### src/lpw_regs.svh
`ifndef LPW_REGS_SVH
`define LPW_REGS_SVH
// -----------------------------------------------------------------
// byte locations and defaults
// -----------------------------------------------------------------
`define LPW_WEN_ADDR 8'hc1
`define LPW_REN_ADDR 8'hc2
`define LPW_PW_FIRST 8'hc3
`define LPW_PW_LAST 8'hc6
`define LPW_TDEF_ADDR 8'hc7
`define LPW_ENTRY_FIRST 8'h7b
`define LPW_ENTRY_LAST 8'h7e
`define LPW_TSEL_ADDR 8'h7f
`define LPW_WEN_RST 8'h00
`define LPW_REN_RST 8'h00
`define LPW_PW_RST 32'h0000_0000
`define LPW_TDEF_RST 8'h01
`define LPW_LOCKED_VAL 8'h00
// -----------------------------------------------------------------
// table numbers
// -----------------------------------------------------------------
`define LPW_TBL_00 8'h00
`define LPW_TBL_01 8'h01
`define LPW_TBL_02 8'h02
`define LPW_TBL_03 8'h03
`define LPW_TBL_04 8'h04
`define LPW_TBL_05 8'h05
// -----------------------------------------------------------------
// enable bit positions, one per guarded block
// -----------------------------------------------------------------
`define LPW_B_DEVCTL 7
`define LPW_B_MASK5 6
`define LPW_B_CFG 5
`define LPW_B_UTOP 4
`define LPW_B_USER 3
`define LPW_B_LOWER 2
`define LPW_B_AUXHI 1
`define LPW_B_AUXLO 0
`endif

### src/lpw_pkg.sv
`default_nettype none
package lpw_pkg;
  // gray coded: load -> idle -> answer -> idle
  typedef enum logic [1:0] {
    LPW_ST_LOAD = 2'b00,
    LPW_ST_IDLE = 2'b01,
    LPW_ST_ANS = 2'b11
  } lpw_state_t;

  typedef struct packed {
    lpw_state_t st;
    logic [7:0] wen;
    logic [7:0] ren;
    logic [31:0] pw;
    logic [31:0] entry;
    logic [7:0] tsel;
    logic [7:0] tdef;
    logic ack;
    logic grant;
    logic mem_wr;
    logic [7:0] rdata;
  } lpw_state_regs_t;
endpackage
`default_nettype wire

### src/lpw_top.sv
`include "lpw_regs.svh"
`default_nettype none
module lpw_top
  import lpw_pkg::*;
#(
  parameter int PW_BYTES = 4
) (
  input wire logic clk_i, // 10 MHz system clock
  input wire logic rstn_i, // synchronous reset, active low
  input wire logic alt_map_i, // alternate table configuration
  input wire logic acc_req_i, // one-cycle byte access request
  input wire logic acc_wr_i, // 1 = write, 0 = read
  input wire logic acc_aux_i, // 1 = auxiliary memory, 0 = main
  input wire logic [7:0] acc_addr_i, // byte address
  input wire logic [7:0] acc_wdata_i, // write byte
  input wire logic [7:0] mem_rdata_i, // backing memory read byte
  output logic acc_ack_o, // one-cycle answer
  output logic acc_grant_o, // access allowed
  output logic [7:0] acc_rdata_o, // read byte
  output logic mem_wr_o, // write strobe to backing memory
  output logic [7:0] tbl_sel_o // current table select
);
  // -----------------------------------------------------------------
  // elaboration check
  // -----------------------------------------------------------------
  if (PW_BYTES != 4) begin : g_bad_pw
    $error("password width other than four bytes is not supported");
  end

  lpw_state_regs_t s_reg;
  lpw_state_regs_t s_next;
  logic [7:0] cfg_tbl;
  logic [7:0] usr_tbl;
  logic [7:0] hit;
  logic unlocked;
  logic in_cfg;
  logic w_prot;
  logic r_prot;
  logic [1:0] bidx;

  // alternate configuration moves the config table from 04 to 01 and the user table from 01 to 00
  assign cfg_tbl = alt_map_i ? `LPW_TBL_01 : `LPW_TBL_04;
  assign usr_tbl = alt_map_i ? `LPW_TBL_00 : `LPW_TBL_01;
  assign unlocked = (s_reg.entry == s_reg.pw);
  assign in_cfg = !acc_aux_i && acc_addr_i[7] && (s_reg.tsel == cfg_tbl);
  assign bidx = 2'(acc_addr_i - `LPW_PW_FIRST);

  // -----------------------------------------------------------------
  // block decode: which enable bits cover the addressed byte
  // -----------------------------------------------------------------
  always_comb begin
    hit = 8'h00;
    if (acc_aux_i) begin
      hit[`LPW_B_AUXHI] = acc_addr_i[7];
      hit[`LPW_B_AUXLO] = !acc_addr_i[7];
    end else if (!acc_addr_i[7]) begin
      hit[`LPW_B_LOWER] = (acc_addr_i <= 8'h7a);
    end else begin
      hit[`LPW_B_DEVCTL] = (s_reg.tsel == `LPW_TBL_05) &&
        (acc_addr_i >= 8'hd0) && (acc_addr_i <= 8'hd6);
      hit[`LPW_B_MASK5] = (s_reg.tsel == `LPW_TBL_05) && (acc_addr_i >= 8'hf8);
      hit[`LPW_B_CFG] = (acc_addr_i <= 8'hc7) && ((s_reg.tsel == cfg_tbl) ||
        (s_reg.tsel == `LPW_TBL_02) || (s_reg.tsel == `LPW_TBL_03));
      hit[`LPW_B_UTOP] = (s_reg.tsel == usr_tbl) && (acc_addr_i >= 8'hf8);
      hit[`LPW_B_USER] = (s_reg.tsel == usr_tbl) && (acc_addr_i <= 8'hf7);
    end
  end

  // a set bit protects, a clear bit leaves the block open
  assign w_prot = |(hit & s_reg.wen) && !unlocked;
  assign r_prot = |(hit & s_reg.ren) && !unlocked;

  // -----------------------------------------------------------------
  // next state
  // -----------------------------------------------------------------
  always_comb begin
    s_next = s_reg;
    s_next.ack = 1'b0;
    s_next.mem_wr = 1'b0;
    case (s_reg.st)
      LPW_ST_LOAD: begin
        // power-up copy of the default table select
        s_next.tsel = s_reg.tdef;
        s_next.st = LPW_ST_IDLE;
      end
      LPW_ST_IDLE: begin
        if (acc_req_i) begin
          s_next.st = LPW_ST_ANS;
          s_next.ack = 1'b1;
          s_next.grant = acc_wr_i ? !w_prot : !r_prot;
          s_next.rdata = `LPW_LOCKED_VAL;
          if (acc_wr_i) begin
            if (!w_prot) begin
              // only writes that pass the guard reach here; locked writes change nothing
              if (in_cfg && acc_addr_i == `LPW_WEN_ADDR) begin
                s_next.wen = acc_wdata_i;
              end else if (in_cfg && acc_addr_i == `LPW_REN_ADDR) begin
                s_next.ren = acc_wdata_i;
              end else if (in_cfg && acc_addr_i >= `LPW_PW_FIRST &&
                           acc_addr_i <= `LPW_PW_LAST) begin
                s_next.pw[8*(3-bidx) +: 8] = acc_wdata_i;
              end else if (in_cfg && acc_addr_i == `LPW_TDEF_ADDR) begin
                s_next.tdef = acc_wdata_i;
              end else if (!acc_aux_i && acc_addr_i >= `LPW_ENTRY_FIRST &&
                           acc_addr_i <= `LPW_ENTRY_LAST) begin
                s_next.entry[8*(3-2'(acc_addr_i - `LPW_ENTRY_FIRST)) +: 8] =
                  acc_wdata_i;
              end else if (!acc_aux_i && acc_addr_i == `LPW_TSEL_ADDR) begin
                s_next.tsel = acc_wdata_i;
              end else begin
                s_next.mem_wr = 1'b1;
              end
            end
          end else if (!r_prot) begin
            if (in_cfg && acc_addr_i == `LPW_WEN_ADDR) begin
              s_next.rdata = s_reg.wen;
            end else if (in_cfg && acc_addr_i == `LPW_REN_ADDR) begin
              s_next.rdata = s_reg.ren;
            end else if (in_cfg && acc_addr_i >= `LPW_PW_FIRST &&
                         acc_addr_i <= `LPW_PW_LAST) begin
              // password stays hidden until the entry matches
              s_next.rdata = unlocked ? s_reg.pw[8*(3-bidx) +: 8] : `LPW_LOCKED_VAL;
            end else if (in_cfg && acc_addr_i == `LPW_TDEF_ADDR) begin
              s_next.rdata = s_reg.tdef;
            end else if (!acc_aux_i && acc_addr_i >= `LPW_ENTRY_FIRST &&
                         acc_addr_i <= `LPW_ENTRY_LAST) begin
              s_next.rdata = `LPW_LOCKED_VAL; // entry is write-only
            end else if (!acc_aux_i && acc_addr_i == `LPW_TSEL_ADDR) begin
              s_next.rdata = s_reg.tsel;
            end else begin
              s_next.rdata = mem_rdata_i;
            end
          end
        end
      end
      LPW_ST_ANS: begin
        // one idle turn between answers keeps requests single-cycle
        s_next.st = LPW_ST_IDLE;
      end
      default: begin
        s_next.st = LPW_ST_IDLE;
      end
    endcase
  end

  // -----------------------------------------------------------------
  // state register
  // -----------------------------------------------------------------
  always_ff @(posedge clk_i) begin
    if (!rstn_i) begin
      s_reg.st <= LPW_ST_LOAD;
      s_reg.wen <= `LPW_WEN_RST;
      s_reg.ren <= `LPW_REN_RST;
      s_reg.pw <= `LPW_PW_RST;
      s_reg.entry <= 32'hffff_ffff;
      s_reg.tsel <= `LPW_TDEF_RST;
      s_reg.tdef <= `LPW_TDEF_RST;
      s_reg.ack <= 1'b0;
      s_reg.grant <= 1'b0;
      s_reg.mem_wr <= 1'b0;
      s_reg.rdata <= 8'h00;
    end else begin
      s_reg <= s_next;
    end
  end

  assign acc_ack_o = s_reg.ack;
  assign acc_grant_o = s_reg.grant;
  assign acc_rdata_o = s_reg.rdata;
  assign mem_wr_o = s_reg.mem_wr;
  assign tbl_sel_o = s_reg.tsel;

  // -----------------------------------------------------------------
  // assertions
  // -----------------------------------------------------------------
  logic take;
  assign take = (s_reg.st == LPW_ST_IDLE) && acc_req_i;

  property p_locked_write;
    @(posedge clk_i) disable iff (!rstn_i)
      take && acc_wr_i && w_prot |=> !mem_wr_o && !acc_grant_o && acc_ack_o;
  endproperty
  a_locked_write: assert property (p_locked_write)
    else $error("locked write let through");

  property p_wen_kept;
    @(posedge clk_i) disable iff (!rstn_i)
      take && acc_wr_i && w_prot |=> $stable(s_reg.wen) && $stable(s_reg.pw);
  endproperty
  a_wen_kept: assert property (p_wen_kept)
    else $error("locked write changed a setting");

  property p_locked_read;
    @(posedge clk_i) disable iff (!rstn_i)
      take && !acc_wr_i && r_prot |=> acc_rdata_o == `LPW_LOCKED_VAL && !acc_grant_o;
  endproperty
  a_locked_read: assert property (p_locked_read)
    else $error("locked read exposed data");

  // load lasts one cycle, so a request may already be taken on the next edge
  property p_load;
    @(posedge clk_i) disable iff (!rstn_i)
      s_reg.st == LPW_ST_LOAD |=> tbl_sel_o == $past(s_reg.tdef) && s_reg.st == LPW_ST_IDLE;
  endproperty
  a_load: assert property (p_load)
    else $error("table select not loaded");

  property p_open;
    @(posedge clk_i) disable iff (!rstn_i)
      take && s_reg.wen == 8'h00 && s_reg.ren == 8'h00 |=> acc_grant_o;
  endproperty
  a_open: assert property (p_open)
    else $error("open block refused");

  property p_devctl;
    @(posedge clk_i) disable iff (!rstn_i)
      take && acc_wr_i && !acc_aux_i && s_reg.tsel == `LPW_TBL_05 && acc_addr_i == 8'hd6 &&
      s_reg.wen[`LPW_B_DEVCTL] && !unlocked |=> !acc_grant_o;
  endproperty
  a_devctl: assert property (p_devctl)
    else $error("block D0h..D6h not guarded");

  property p_mask5;
    @(posedge clk_i) disable iff (!rstn_i)
      take && acc_wr_i && !acc_aux_i && s_reg.tsel == `LPW_TBL_05 && acc_addr_i == 8'hf8 &&
      s_reg.wen[`LPW_B_MASK5] && !unlocked |=> !mem_wr_o;
  endproperty
  a_mask5: assert property (p_mask5)
    else $error("block F8h..FFh not guarded");

  property p_lower;
    @(posedge clk_i) disable iff (!rstn_i)
      take && !acc_wr_i && !acc_aux_i && acc_addr_i == 8'h7a &&
      s_reg.ren[`LPW_B_LOWER] && !unlocked |=> acc_rdata_o == `LPW_LOCKED_VAL;
  endproperty
  a_lower: assert property (p_lower)
    else $error("lower block read not guarded");

  property p_auxlo;
    @(posedge clk_i) disable iff (!rstn_i)
      take && acc_wr_i && acc_aux_i && !acc_addr_i[7] &&
      s_reg.wen[`LPW_B_AUXLO] && !unlocked |=> !acc_grant_o ##1 !acc_ack_o;
  endproperty
  a_auxlo: assert property (p_auxlo)
    else $error("aux low block not guarded");

  property p_pw_hidden;
    @(posedge clk_i) disable iff (!rstn_i)
      take && !acc_wr_i && in_cfg && acc_addr_i == `LPW_PW_FIRST && !unlocked
      |=> acc_rdata_o == `LPW_LOCKED_VAL;
  endproperty
  a_pw_hidden: assert property (p_pw_hidden)
    else $error("password byte exposed");
endmodule
`default_nettype wire

### config.mk
export PLATFORM = sky130hd
export DESIGN_NAME = lpw_top
export DESIGN_NICKNAME = d
export VERILOG_FILES = /design/src/lpw_pkg.sv /design/src/lpw_top.sv
export VERILOG_INCLUDE_DIRS = /design/src /design/src/src
export SDC_FILE = /design/constraint.sdc
export NUM_CORES = 1
export LEC_CHECK = 0
export BUFFER_PORTS_ARGS = -buffer_cell sky130_fd_sc_hd__buf_2
export CAP_MARGIN = 20
export CORE_MARGIN = 2
export CORE_UTILIZATION = 40
export DETAILED_ROUTE_END_ITERATION = 16
export SLEW_MARGIN = 20
export SYNTH_ARGS = -nofsm -noshare
export SYNTH_HDL_FRONTEND = slang
export SYNTH_SLANG_ARGS = --single-unit
export TNS_END_PERCENT = 20
### constraint.sdc
create_clock -name clk_i -period 3.9 [get_ports clk_i]
set_input_delay 0.585 -clock clk_i [delete_from_list [all_inputs] [get_ports clk_i]]
set_output_delay 0.585 -clock clk_i [all_outputs]
set_load 0.01 [all_outputs]
Word level (Yosys, flattened, before mapping)

Cells that the tools add are included.

Bitwise operators: 11
Div/mod/pow operators: 0
Add/sub/neg operators: 6
Mux-type cells: 42
Equal/unequal tests: 20
Shift-type cells: 5
$lt $le $gt $ge: 10
$mul: 0
Reductions and logical operators: 38

Operators by type and width:

| kind                                                            | count |
|---|---|
| two-way mux 96 bit                                              | 2 |
| two-way mux 8 bit                                               | 14 |
| two-way mux 108 bit                                             | 1 |
| two-way mux 88 bit                                              | 1 |
| two-way mux 80 bit                                              | 1 |
| negator 32 -> 34 bit                                            | 2 |
| variable shift 8 x 34 -> 32 bit (first input constant)          | 2 |
| variable part select 8 x 34 -> 32 bit                           | 2 |
| bitwise mux 32 bit                                              | 2 |
| two-way mux 32 bit                                              | 2 |
| two-way mux 48 bit                                              | 1 |
| two-way mux 40 bit                                              | 1 |
| variable part select 32 x 33 -> 8 bit                           | 1 |
| equality test 32 bit                                            | 1 |
| less-or-equal comparator 8 bit (second input constant)          | 4 |
| equality test 8 bit (second input constant)                     | 3 |
| >= comparator 8 bit (second input constant)                     | 3 |
| logical AND 1 bit                                               | 18 |
| inequality test 2 bit (second input constant)                   | 9 |
| AND 8 bit                                                       | 2 |
| equality test 8 x 2 -> 1 bit (second input constant)            | 2 |
| less-or-equal comparator 8 x 7 -> 1 bit (second input constant) | 2 |
| one-hot mux 8 bit (2 select lines)                              | 1 |
| OR reduction 8 bit                                              | 2 |
| other kinds (26)                                                | 53 |

Register bits after elaboration: 109
Bits in read-only memories: 0
Memories kept: 0
Bits in latches: 0
Bits in writable memories: 0
Word-level logic and storage cells: 144

Depth between registers and ports, before layout

Word-level depth: 14
Depth in mapped cells: 11

Worst setup path before layout

No wires, ideal clock.

Path type: input port to flip-flop
Start point: input port acc_addr_i[0]
End point: register s_reg[100] (netlist bit)
Data arrival time: 3.293 ns
Path buffers: 2
Stages on the path: 11
Library setup time: 0.124 ns
Setup slack: 0.483 ns
Cells stage by stage: buf_1 > inv_1 > ha_1 > nor2b_1 > o21ai_0 > a32o_1 > nor4_4 > nor2_4 > or3_1 > buf_2 > mux2i_1

Longest elaborated chain between the ends: 10
Elaborated cells on any way between the ends: 22
Those cells by class: order compare (6); eq/ne (1); mux (3); bitwise (2); reduce/logical (10)

Ends and longest elaborated chain:

| element                           | RTL line       | RTL |
|---|---|---|
| start: declaration                | lpw_top.sv:14  | `input wire logic [7:0] acc_addr_i,` |
| >= comparator 8 bit               | lpw_top.sv:60  | `(acc_addr_i >= 8'hd0) && (acc_addr_i <= 8'hd6);` |
| logical AND 1 bit (2 in a row)    | lpw_top.sv:59  | `` hit[`LPW_B_DEVCTL] = (s_reg.tsel == `LPW_TBL_05) && `` |
| two-way mux 5 bit                 | lpw_top.sv:56  | `end else if (!acc_addr_i[7]) begin` |
| two-way mux 6 bit                 | lpw_top.sv:53  | `if (acc_aux_i) begin` |
| AND 8 bit                         | lpw_top.sv:70  | `assign w_prot = \|(hit & s_reg.wen) && !unlocked;` |
| OR reduction 8 bit                | lpw_top.sv:70  |  |
| logical AND 1 bit                 | lpw_top.sv:70  |  |
| inverter 1 bit (no line)          | --             |  |
| AND reduction 5 bit (no line) (*) | --             |  |
| end signal: assignment            | lpw_top.sv:163 | `s_reg <= s_next;` |
| end: declaration                  | lpw_top.sv:30  | `lpw_state_regs_t s_reg;` |

Every way passes the cells marked *; elsewhere a longest branch is shown, timed or not.
A chain may end at the register's enable or synchronous reset.

==> flow_summary.toml <==
[status]
outcome = "finished clean"

[sta]
setup_viol = 0
hold_slack_ps = 463
period_share_pct = 81.0
slew_viol_final = 0
fmax_mhz = 317
worst_slew_pin_slew_ps = 848
slew_headroom_pct = 43.5
rsz0062_at_grt = "false"
period_needed_ps = 3160
final.setup_skew_ps = 7.63
finalSetupTns_ps = 0
final-hold-violation-count = 0

[final_layout]
diodes = 0
design_area_sq_um = 6570
finalNonFillerCells = 913
layout-drive-gt1-share_pct = 15.0
fin_util_pct = 45.1
nets = 759
area_growth_pct = 9.64

[yosys]
synth.ff_latch_count = 109
synth-seq-area-share_pct = 36.4
synth_top_area_share_pct = 36.4
synth_compound_area_share_pct = 12.9
syn-num-nets = 755
ys.flop_type = "dfxtp_1"
synth_fa_ha_area_share_pct = 1.04
synth_top_area_cell = "dfxtp_1"
synth_area_leaders = "dfxtp_1 (36%), nand2_1 (10%), mux2i_1 (9.7%)"
async_reset_ff_share_pct = 0
muxShareOfSynthArea_pct = 13.1
synthTopCellsByCount = "nand2_1 (163), dfxtp_1 (109), mux2i_1 (58)"
synth_cell_types = 58
yosysWarnings = 0
synth_top_family_by_area = "simple AND/OR/NAND/NOR gates"
post_synth.cell_area_avg_sq_um = 8.33
synth.most_common_cell = "nand2_1"
syn_area_sq_um = 6000
synth_edf_count = 0
synthSimpleGateAreaFrac_pct = 25.9
synth_cells = 720
synth_xor_area_share_pct = 4.82

[floorplanning]
die_h_um = 126
row_count = 44
start_util_pct = 41.1
coreArea_sq_um = 14600
die_x_um = 126
ios = 49
die-area_sq_um = 16000

[worst_setup_path]
cp.required_ps = 4150
cp.arrival_ps = 3400
cp_max_fo = 16
worst-r2r-setup-slack_ps = 740
crit_path_end_kind = "flip-flop"
start_kind = "flip-flop"
worstRegToRegCells = 7
critPathKind = "flip-flop to flip-flop"

[grt]
grtUsageTotal_pct = 22.6
overflow = 0
antenna_found_initial = 0
grt_pass1_wl_um = 28000
grt_max_degree = 61
grt_pass1_vias = 4976

[detailed_routing]
wl_per_cell_um = 19.6
drt_iter0_drc = 504
dr.pass1.iters = 7
avgViaCountPerCell = 5.80
via_count = 5293
wirelength_um = 17900
route.detailed.drc = 0
antenna_left = 0

[clock_tree]
cts.htree.levels = 3
cts_root_buf = "clkbuf_16"
cts_hold_buffers = 0
clk_pin_slew_ps = 80
cts_max_path_buffers = 2
clk-insertion-delay-late_ps = 360
cts_resized = 0
cts_tree = "yes"
cts_num_sinks = 109
cts_setup_buffers = 0
numCtsBuffers = 9

[place]
place_congestion = 0.906
hpwl_um = 13400
placed_cells = 897
numPortBuffers = 48
dpl_cell_area_sq_um = 6260

[run]
max_cap_violations = 0

[worst_hold_path]
hp-class = "flip-flop to flip-flop"
holdPathStages = 2

[power]
p_leak_nw = 2.63
ir_drop_mv = 0.370
powerDensity_nw_per_um2 = 353
## placed cells by master (no fill, tap or decap), types with 20 or more instances in the layout
cell      count
a21oi_1      20
buf_2        47
dfxtp_1     109
mux2i_1      58
nand2_1     163
nand3_1      33
nor2_1       20
o211ai_1     33
o21ai_0      21
xor2_1       32
## final cells by class
class                   count  area, sq um
fillers                  1439         8020
multi-input cells         537         3470
flip-flops and latches    109         2180
repair buffers             65          370
well taps                 184          230
clock buffers               9          225
clock inverters             7         90.1
inverters                   2         7.51
## critical path: stages, from the launching register on
cell and delay [ps]:
dfxtp_1 360, or4_1 620, a2111oi_0 600, and4_1 360, nor4_4 120, o2111ai_2 670, or2_2 230, a21boi_0 80
## worst paths after layout
check / startpoint / to
worst max-delay path: tbl_sel_o[3]$_SDFFE_PN0P_ / flip-flop
worst min-delay path: acc_rdata_o[1]$_SDFFE_PN0P_ / acc_rdata_o[1]$_SDFFE_PN0P_
worst max register to register: tbl_sel_o[3]$_SDFFE_PN0P_ / flip-flop
worst min register to register: acc_rdata_o[1]$_SDFFE_PN0P_ / acc_rdata_o[1]$_SDFFE_PN0P_
## kinds of logic (layout without fill, tap and decap cells)
logic type	Yosys count	after routing
adder cells (fa/ha/maj)	5	5
AO/OA/AOI/OAI	113	113
multiplexers	68	68
XOR/XNOR	33	33
flip-flops	109	109
AND/OR/NAND/NOR	318	318
buffers and inverters	74	83
## metal layers
layer / vias to the layer above / share of wire (%) / GRT usage (%)
met5: - / 0 / 0
met4: 0 / 2.7 / 7.50
met3: 31 / 7.8 / 6.37
met2: 208 / 44 / 33.5
met1: 2535 / 45 / 31.6
li1: 2519 / - / -
## power breakdown
group          total (W)  switching (W)  leakage (nW)  internal [W]
Clock           0.000979       0.000462         0.150      0.000517
Sequential       0.00113      0.0000121         0.882       0.00112
Combinational   0.000210       0.000141          1.60     0.0000693
## metrics by stage
| stage | setup slack [ps] | power (W) |
|---|---|---|
| 6_report | 743 | 0.00232 |
| 5_1_grt | 587 | 0.00241 |
| 4_1_cts | 772 | 0.00235 |
| 3_5_place_dp | 513 | 0.00137 |
| 3_3_place_gp | 570 | 0.00136 |
| 2_1_floorplan | 483 | 0.00129 |
Power figures use the tool's default switching activity.
